### src/verilog/besp_defs.vh
`ifndef BESP_DEFS_VH
`define BESP_DEFS_VH

// Configuration offsets, byte addresses of aligned dwords
`define BESP_STATUS_OFF        8'h68
`define BESP_OPTION_OFF        8'h74
`define BESP_ADDR_W            8

// Cause status field: eight sticky flags in bits 23:16
`define BESP_CAUSE_LSB         16
`define BESP_CAUSE_MSB         23
`define BESP_CAUSE_W           8
`define BESP_CAUSE_ADDR_PAR    0
`define BESP_CAUSE_PW_PAR      1
`define BESP_CAUSE_PW_NODLV    2
`define BESP_CAUSE_PW_TABORT   3
`define BESP_CAUSE_PW_MABORT   4
`define BESP_CAUSE_DW_NODLV    5
`define BESP_CAUSE_DR_NODATA   6
`define BESP_CAUSE_DT_TIMEOUT  7
`define BESP_CAUSE_RESET       8'h00
`define BESP_CAUSE_LANE        2

// Port option field positions
`define BESP_OPT_PRI_RD_ALIAS  1
`define BESP_OPT_PRI_WR_ALIAS  2
`define BESP_OPT_SEC_RD_ALIAS  3
`define BESP_OPT_SEC_WR_ALIAS  4
`define BESP_OPT_LONG_REQ      9
`define BESP_OPT_SEC_HOLD_REQ  10
`define BESP_OPT_PRI_HOLD_REQ  11
`define BESP_OPT_RESET         32'h0000_0C00
`define BESP_OPT_WR_MASK       32'h0000_0E1E

// Bus commands used by retry matching
`define BESP_CMD_W             4
`define BESP_CMD_MEM_RD        4'h6
`define BESP_CMD_MEM_WR        4'h7
`define BESP_CMD_MEM_RD_MULT   4'hC
`define BESP_CMD_MEM_RD_LINE   4'hE
`define BESP_CMD_MEM_WR_INV    4'hF

// Request holding state machine
`define BESP_RQ_IDLE           2'b00
`define BESP_RQ_ASK            2'b01
`define BESP_RQ_HOLD           2'b10

`endif

### src/verilog/besp_regs_end.v
`timescale 1ns/1ps
`default_nettype none
`default_nettype wire

### src/verilog/besp_cmd_match.v
`timescale 1ns/1ps
`default_nettype none
`include "besp_defs.vh"

module besp_cmd_match (
    input  wire                      clk_in,
    input  wire                      rst_in,
    input  wire                      rd_alias_en_in,
    input  wire                      wr_alias_en_in,
    input  wire                      retry_valid_in,
    input  wire [`BESP_CMD_W-1:0]    retry_cmd_in,
    input  wire [`BESP_CMD_W-1:0]    queued_cmd_in,
    output reg                       match_valid_out,
    output reg                       match_out
);

    // Line and multiple reads are the only read aliases of a plain read
    function is_read_alias;
        input [`BESP_CMD_W-1:0] cmd;
        begin
            is_read_alias = (cmd == `BESP_CMD_MEM_RD_LINE) ||
                            (cmd == `BESP_CMD_MEM_RD_MULT);
        end
    endfunction

    wire exact_hit;
    wire rd_hit;
    wire wr_hit;

    // Exact compare always applies; aliases only widen the match
    assign exact_hit = (retry_cmd_in == queued_cmd_in);
    assign rd_hit    = rd_alias_en_in && (queued_cmd_in == `BESP_CMD_MEM_RD) &&
                       is_read_alias(retry_cmd_in);
    assign wr_hit    = wr_alias_en_in && (queued_cmd_in == `BESP_CMD_MEM_WR) &&
                       (retry_cmd_in == `BESP_CMD_MEM_WR_INV);

    // Result registered, one cycle after the retry is offered
    always @(posedge clk_in) begin
        if (rst_in) begin
            match_valid_out <= 1'b0;
            match_out       <= 1'b0;
        end else begin
            match_valid_out <= retry_valid_in;
            match_out       <= retry_valid_in && (exact_hit || rd_hit || wr_hit);
        end
    end

endmodule // besp_cmd_match

`default_nettype wire

### src/verilog/besp_regs.v
`timescale 1ns/1ps
`default_nettype none
`include "besp_defs.vh"

module besp_regs #(
    parameter NUM_PORTS = 2
) (
    input  wire                          clk_in,
    input  wire                          rst_in,
    // Configuration access
    input  wire                          cfg_wr_in,
    input  wire                          cfg_rd_in,
    input  wire [`BESP_ADDR_W-1:0]       cfg_addr_in,
    input  wire [3:0]                    cfg_be_in,
    input  wire [31:0]                   cfg_wdata_in,
    output reg  [31:0]                   cfg_rdata_out,
    output reg                           cfg_ack_out,
    // Error causes and their qualifiers
    input  wire [`BESP_CAUSE_W-1:0]      cause_event_in,
    input  wire [`BESP_CAUSE_W-1:0]      cause_disable_in,
    input  wire                          system_error_enable_in,
    output reg                           primary_system_error_n_out,
    output reg                           primary_system_error_oe_out,
    // Retry matching, index 0 primary, index 1 secondary
    input  wire [NUM_PORTS-1:0]          retry_valid_in,
    input  wire [NUM_PORTS*4-1:0]        retry_cmd_in,
    input  wire [NUM_PORTS*4-1:0]        queued_cmd_in,
    output wire [NUM_PORTS-1:0]          retry_match_valid_out,
    output wire [NUM_PORTS-1:0]          retry_match_out,
    // Internal master requests, index 0 primary, index 1 secondary
    input  wire [NUM_PORTS-1:0]          master_pending_in,
    input  wire [NUM_PORTS-1:0]          frame_start_in,
    input  wire [NUM_PORTS-1:0]          fifo_empty_in,
    input  wire [NUM_PORTS-1:0]          target_term_in,
    input  wire [NUM_PORTS-1:0]          lock_cycle_in,
    output wire [NUM_PORTS-1:0]          bus_req_n_out,
    output reg                           lock_long_request_out
);

    ////////////////////////////////////////////////////////////////////////////////////////
    // Address decode

    wire                         hit_status;
    wire                         hit_option;
    wire                         wr_status;
    wire                         wr_option;
    wire [31:0]                  be_mask;

    // Low two address bits are ignored: every register is one dword
    assign hit_status = (cfg_addr_in[`BESP_ADDR_W-1:2] == `BESP_STATUS_OFF >> 2);
    assign hit_option = (cfg_addr_in[`BESP_ADDR_W-1:2] == `BESP_OPTION_OFF >> 2);
    assign wr_status  = cfg_wr_in && hit_status;
    assign wr_option  = cfg_wr_in && hit_option;

    // Byte enables widened to a bit mask
    assign be_mask = {{8{cfg_be_in[3]}}, {8{cfg_be_in[2]}},
                      {8{cfg_be_in[1]}}, {8{cfg_be_in[0]}}};

    ////////////////////////////////////////////////////////////////////////////////////////
    // System error cause status

    reg  [`BESP_CAUSE_W-1:0]     cause_reg;
    reg  [`BESP_CAUSE_W-1:0]     cause_next;
    wire [`BESP_CAUSE_W-1:0]     cause_fire;
    wire [`BESP_CAUSE_W-1:0]     cause_clear;

    // A cause only counts once it really drives the pin
    assign cause_fire = cause_event_in & ~cause_disable_in &
                        {`BESP_CAUSE_W{system_error_enable_in}};

    // Ones written in the cause lane clear, zeros leave the flag alone
    assign cause_clear = (wr_status && cfg_be_in[`BESP_CAUSE_LANE]) ?
                         cfg_wdata_in[`BESP_CAUSE_MSB:`BESP_CAUSE_LSB] :
                         `BESP_CAUSE_RESET;

    // Set wins over a clear landing in the same cycle
    always @* begin
        cause_next = (cause_reg & ~cause_clear) | cause_fire;
    end

    // Individual flags kept sticky until software writes one
    always @(posedge clk_in) begin
        if (rst_in) begin
            cause_reg <= `BESP_CAUSE_RESET;
        end else begin
            cause_reg[`BESP_CAUSE_ADDR_PAR]   <= cause_next[`BESP_CAUSE_ADDR_PAR];
            cause_reg[`BESP_CAUSE_PW_PAR]     <= cause_next[`BESP_CAUSE_PW_PAR];
            cause_reg[`BESP_CAUSE_PW_NODLV]   <= cause_next[`BESP_CAUSE_PW_NODLV];
            cause_reg[`BESP_CAUSE_PW_TABORT]  <= cause_next[`BESP_CAUSE_PW_TABORT];
            cause_reg[`BESP_CAUSE_PW_MABORT]  <= cause_next[`BESP_CAUSE_PW_MABORT];
            cause_reg[`BESP_CAUSE_DW_NODLV]   <= cause_next[`BESP_CAUSE_DW_NODLV];
            cause_reg[`BESP_CAUSE_DR_NODATA]  <= cause_next[`BESP_CAUSE_DR_NODATA];
            cause_reg[`BESP_CAUSE_DT_TIMEOUT] <= cause_next[`BESP_CAUSE_DT_TIMEOUT];
        end
    end

    ////////////////////////////////////////////////////////////////////////////////////////
    // System error pin

    // Open drain: the pin is only ever pulled low, never driven high.
    // One clock of drive per firing; repeated events give repeated pulses.
    always @(posedge clk_in) begin
        if (rst_in) begin
            primary_system_error_n_out  <= 1'b1;
            primary_system_error_oe_out <= 1'b0;
        end else begin
            primary_system_error_n_out  <= ~(|cause_fire);
            primary_system_error_oe_out <= |cause_fire;
        end
    end

    ////////////////////////////////////////////////////////////////////////////////////////
    // Port option control

    reg  [31:0]                  option_reg;
    reg  [31:0]                  option_next;
    wire [31:0]                  option_wmask;

    // Reserved bits never take a write, whatever the byte enables say
    assign option_wmask = be_mask & `BESP_OPT_WR_MASK;

    always @* begin
        option_next = option_reg;
        if (wr_option) begin
            option_next = (option_reg & ~option_wmask) | (cfg_wdata_in & option_wmask);
        end
    end

    // Hold-request bits come up set, alias and long-request bits clear
    always @(posedge clk_in) begin
        if (rst_in) begin
            option_reg <= `BESP_OPT_RESET;
        end else begin
            option_reg <= option_next & `BESP_OPT_WR_MASK;
        end
    end

    wire                         pri_rd_alias;
    wire                         pri_wr_alias;
    wire                         sec_rd_alias;
    wire                         sec_wr_alias;
    wire                         long_req_en;
    wire [NUM_PORTS-1:0]         hold_req_en;
    wire [NUM_PORTS-1:0]         rd_alias_en;
    wire [NUM_PORTS-1:0]         wr_alias_en;

    // Field extraction
    assign pri_rd_alias = option_reg[`BESP_OPT_PRI_RD_ALIAS];
    assign pri_wr_alias = option_reg[`BESP_OPT_PRI_WR_ALIAS];
    assign sec_rd_alias = option_reg[`BESP_OPT_SEC_RD_ALIAS];
    assign sec_wr_alias = option_reg[`BESP_OPT_SEC_WR_ALIAS];
    assign long_req_en  = option_reg[`BESP_OPT_LONG_REQ];

    // Per-port selections, primary in slot 0
    assign rd_alias_en = {sec_rd_alias, pri_rd_alias};
    assign wr_alias_en = {sec_wr_alias, pri_wr_alias};
    assign hold_req_en = {option_reg[`BESP_OPT_SEC_HOLD_REQ],
                          option_reg[`BESP_OPT_PRI_HOLD_REQ]};

    // Lock mode handed to the arbitration logic
    always @(posedge clk_in) begin
        if (rst_in) begin
            lock_long_request_out <= 1'b0;
        end else begin
            lock_long_request_out <= long_req_en;
        end
    end

    ////////////////////////////////////////////////////////////////////////////////////////
    // Configuration read

    reg  [31:0]                  rdata_next;

    // Low half of the status dword belongs to clock control elsewhere: zero here
    always @* begin
        rdata_next = 32'h0000_0000;
        if (hit_status) begin
            rdata_next[`BESP_CAUSE_MSB:`BESP_CAUSE_LSB] = cause_reg;
        end else if (hit_option) begin
            rdata_next = option_reg;
        end
    end

    // Read data and acknowledge one cycle after the strobe
    always @(posedge clk_in) begin
        if (rst_in) begin
            cfg_rdata_out <= 32'h0000_0000;
            cfg_ack_out   <= 1'b0;
        end else begin
            cfg_ack_out <= cfg_rd_in || cfg_wr_in;
            if (cfg_rd_in) begin
                cfg_rdata_out <= rdata_next;
            end
        end
    end

    ////////////////////////////////////////////////////////////////////////////////////////
    // Per-port retry matching and request holding

    genvar p;
    generate
        for (p = 0; p < NUM_PORTS; p = p + 1) begin : g_port
            reg  [1:0]           rq_state_reg;
            reg  [1:0]           rq_state_next;
            reg                  req_n_reg;
            wire                 keep_req;

            // Delayed transaction retries compared against the queued command
            besp_cmd_match u_match (
                .clk_in          (clk_in),
                .rst_in          (rst_in),
                .rd_alias_en_in  (rd_alias_en[p]),
                .wr_alias_en_in  (wr_alias_en[p]),
                .retry_valid_in  (retry_valid_in[p]),
                .retry_cmd_in    (retry_cmd_in[p*4 +: 4]),
                .queued_cmd_in   (queued_cmd_in[p*4 +: 4]),
                .match_valid_out (retry_match_valid_out[p]),
                .match_out       (retry_match_out[p])
            );

            // A locked cycle with long requests enabled holds as well
            assign keep_req = hold_req_en[p] ||
                              (long_req_en && lock_cycle_in[p]);

            // Release after frame start unless holding; holding ends on empty or stop
            always @* begin
                rq_state_next = rq_state_reg;
                case (rq_state_reg)
                    `BESP_RQ_IDLE: begin
                        if (master_pending_in[p]) begin
                            rq_state_next = `BESP_RQ_ASK;
                        end
                    end
                    `BESP_RQ_ASK: begin
                        if (frame_start_in[p]) begin
                            if (keep_req && !fifo_empty_in[p] && !target_term_in[p]) begin
                                rq_state_next = `BESP_RQ_HOLD;
                            end else begin
                                rq_state_next = `BESP_RQ_IDLE;
                            end
                        end
                    end
                    `BESP_RQ_HOLD: begin
                        if (fifo_empty_in[p] || target_term_in[p]) begin
                            rq_state_next = `BESP_RQ_IDLE;
                        end
                    end
                    default: begin
                        rq_state_next = `BESP_RQ_IDLE;
                    end
                endcase
            end

            // Request pin registered so it never glitches between states
            always @(posedge clk_in) begin
                if (rst_in) begin
                    rq_state_reg <= `BESP_RQ_IDLE;
                    req_n_reg    <= 1'b1;
                end else begin
                    rq_state_reg <= rq_state_next;
                    req_n_reg    <= (rq_state_next == `BESP_RQ_IDLE);
                end
            end

            assign bus_req_n_out[p] = req_n_reg;
        end
    endgenerate

endmodule // besp_regs

`default_nettype wire

### config.mk
export PLATFORM = sky130hd
export DESIGN_NAME = besp_regs
export DESIGN_NICKNAME = d
export VERILOG_FILES = /design/src/verilog/besp_regs_end.v /design/src/verilog/besp_cmd_match.v /design/src/verilog/besp_regs.v
export VERILOG_INCLUDE_DIRS = /design/src /design/src/verilog
export SDC_FILE = /design/constraint.sdc
export NUM_CORES = 1
export LEC_CHECK = 0
export BUFFER_PORTS_ARGS = -buffer_cell sky130_fd_sc_hd__clkbuf_2
export CORE_UTILIZATION = 42
export CTS_CLUSTER_SIZE = 25
export DETAILED_ROUTE_END_ITERATION = 10
export PLACE_DENSITY_LB_ADDON = 0.1
export SLEW_MARGIN = 20
export SYNTH_ARGS = -nofsm -noshare
export SYNTH_HDL_FRONTEND = slang
export SYNTH_SLANG_ARGS = --single-unit
### constraint.sdc
create_clock -name clk_in -period 1.3 [get_ports clk_in]
set_input_delay 0.065 -clock clk_in [delete_from_list [all_inputs] [get_ports clk_in]]
set_output_delay 0.065 -clock clk_in [all_outputs]
set_load 0.03 [all_outputs]
==> metrics.md <==
| Metric | Value |
|---|---|
| Run status | finished, final reports clean |
| Number of port buffers | 97 |
| Setup WS pre-CTS | 0.160 ns |
| Root buffer cell | clkbuf_8 |
| Layout Nets | about 430 |
| Yosys top cell area share | 0.412 |
| Fin Clk Skew | 0.00475 ns |
| Drt pass-1 iters | 5 |
| Starting Density | 0.444 |
| Drt wl/cell | approximately 12 µm |
| RSZ-0062 raised after global routing | false |
| Crit path max fanout | 3 |
| ANT cells | 0 |
| Core Region | 4820 µm² |
| Pwr Density | 987 nW/µm² |
| CTS tree | done |
| Met3 Use GR | 0.0508 |
| Critical setup path kind | reg -> reg |
| Setup Viol. Count Final | 0 |
| # fillers | 486 |
| # H-tree levels | 2 |
| Seq/Total Area, Yosys | 0.412 |
| Resized cells post-CTS | 0 |
| Worst Max-Slew Pin Slew | 0.522 ns |
| Max cap viols | 0 |
| Endpoint class of the critical path | register |
| Min setup slack post-route | 0.157 ns |
| Max Fclk | 875 MHz |
| I/O Pins | ~140 |
| Yosys top cell by area | dfxtp_1 |
| Yosys reg bits | 44 |
| Mapped Area | 2140 µm² |
| P&R area growth vs syn | 29.3% |
| Final min period | 1.14 ns |
| Drt initial violations | 92 |
| DR vias/cell | between 4 and 5 |
| FF+latch area | 881 µm² |
| Gr usage total | 0.183 |
| Multi-input gate area | 1060 µm² |
| Yosys warnings | 0 |
| WL final | approximately 4.8 mm |
| FFs w/ async S/R, synth | 0 |
| Critical path arrival | 1.38 ns |
| Endpoints failing hold | 0 |
| Synth Flop Type | dfxtp_1 |
| Die area | 5380 µm² |
| Vias | 2,009 |
| Relative max-transition margin | 0.643 |
| Met1 global-route usage | 0.213 |
| Final Max Tran Viols | 0 |
| WP data required | 1.54 ns |
| Bufs on Longest Clock Path | 2 |
| DRC viols | 0 |
| Die W | 73.3 µm |
| GR peak layer | met2 |
| Lkg Pwr | 1.20 nW |
| Initial antenna violation count | 0 |
| Worst setup SP type | register |
| Share of layout cells above drive strength 1 | 0.348 |
| Setup TNS | 0 ns |
| Clock Pin Slew Worst Setup and Hold Paths | 0.08 ns |
| Setup bufs post-CTS | 0 |
| Met2 usage | 0.326 |
| Pin count of the biggest net entering global routing | between 40 and 50 |
| First-pass GRT wire length | 7.65 mm |
| CTS Hold Buffers Added | 8 |
| Peak VDD IR | around 490 µV |
| Synthesized area per cell | 8.94 µm² |
| Rows | 25 |
| Gp weighted congestion | 0.726 |
| Skew-Pair Late Insertion Delay | between 0.2 and 0.3 ns |
| Distinct cells, synth | 38 |
| CTS buffer count | 5 |
| Ranking of synthesized cells by area | dfxtp_1 41%, buf_4 8.8%, a21oi_1 7.3%, nand4_1 5.9%, nand2b_1 5.0% |
| Post-synth EDFFs | 0 |
| Chip height | about 73 µm |
| Dpl hpwl | 3.53 mm |
| Worst min path class | in -> reg |
| DRT antenna net count | 0 |
| Commonest cells after routing, fill and taps aside | 97 x clkbuf_2, 44 x dfxtp_1, 31 x a21oi_1, 20 x nand4_1 |
| Vias in the first global route | 1,768 |
| Final worst-path cycle share | 0.879 |
| Leading cell type in the layout, fill and taps excluded | clkbuf_2 |
| Synth Instances | roughly 240 |
| Clock sink total | 44 |
| Gr ovfl total | 0 |
[per-layer routing]
metal,up-vias,routed length [µm],part of all wire
met5,-,0,0
met4,0,42,0.0088
met3,4,320,0.067
met2,75,2340,0.49
met1,908,2080,0.44
li1,1022,-,-
[through the flow]
step           hold slack, ns  std cells  area [µm²]  utilization  power (W)
3_3_place_gp            0.262        390        2590        0.538    0.00186
6_report               0.0125        406        2760        0.574    0.00273
4_1_cts               0.00611        406        2760        0.574    0.00275
3_5_place_dp            0.266        390        2590        0.538    0.00186
5_1_grt               0.00155        406        2760        0.574    0.00285
2_1_floorplan           0.146        255        2200            -    0.00173
[Yosys cell counts, types with 2 or more instances]
library cell and n:
dfxtp_1 44, a21oi_1 31, buf_4 25, nand4_1 20, nand2b_1 17, nor2b_1 12
nand2_1 10, a311oi_1 8, xor2_1 8, nor2_1 7, inv_1 5, buf_2 4
clkbuf_1 4, nand3b_1 4, nor4_1 4, o31ai_1 4, and2_1 3, a211oi_1 2
a221oi_1 2, buf_1 2, mux2i_1 2, nand3_1 2, nor3_1 2, o21a_1 2
o22ai_1 2
[worst paths after layout]
| check | depth (start not counted) | slack (ns) | endpoint | from |
|---|---|---|---|---|
| max | 3 | 0.16 | g_port[1].u_match.match_out$_SDFF_PP0_ | register |
| min | 3 | 0.01 | register | cfg_wdata_in[1] |
| max reg2reg | 3 | 0.16 | g_port[1].u_match.match_out$_SDFF_PP0_ | register |
| min reg2reg | 1 | 0.45 | g_port[0].rq_state_reg[0]$_SDFF_PP0_ | g_port[0].rq_state_reg[1]$_SDFF_PP0_ |
[report_power, final]
group / switching, W / leakage (nW) / internal (W)
registers: 0.0000155 / 0.358 / 0.00138
clock network: 0.000454 / 0.0510 / 0.000424
logic: 0.000268 / 0.794 / 0.000184
total: 0.000737 / 1.20 / 0.00199
[area by class of cell]
type / instances / share of cell area
clock buffers: 6 / 0.0299
flip-flops and latches: 44 / 0.319
well taps: 67 / 0.0303
repair buffers: 112 / 0.228
clock inverters: 2 / 0.00362
inverters: 5 / 0.00679
multi-input cells: 170 / 0.382
[cells by family after synthesis]
kind of cell              after synthesis  synth area share
DFF                                    44             0.412
other                                   1           0.00175
AOI/OAI and AO/OA                      53             0.156
buffers and inverters                  41             0.122
xor gates and xnor gates                8            0.0328
and+or+nand+nor                        89             0.261
muxes                                   3            0.0146
[worst max-delay path: stages, from the launching register on]
cell,delay (ns)
dfxtp_1,0.36
or3b_1,0.35
a221oi_1,0.25
o21a_1,0.14
(Power assumes the default switching activity.)
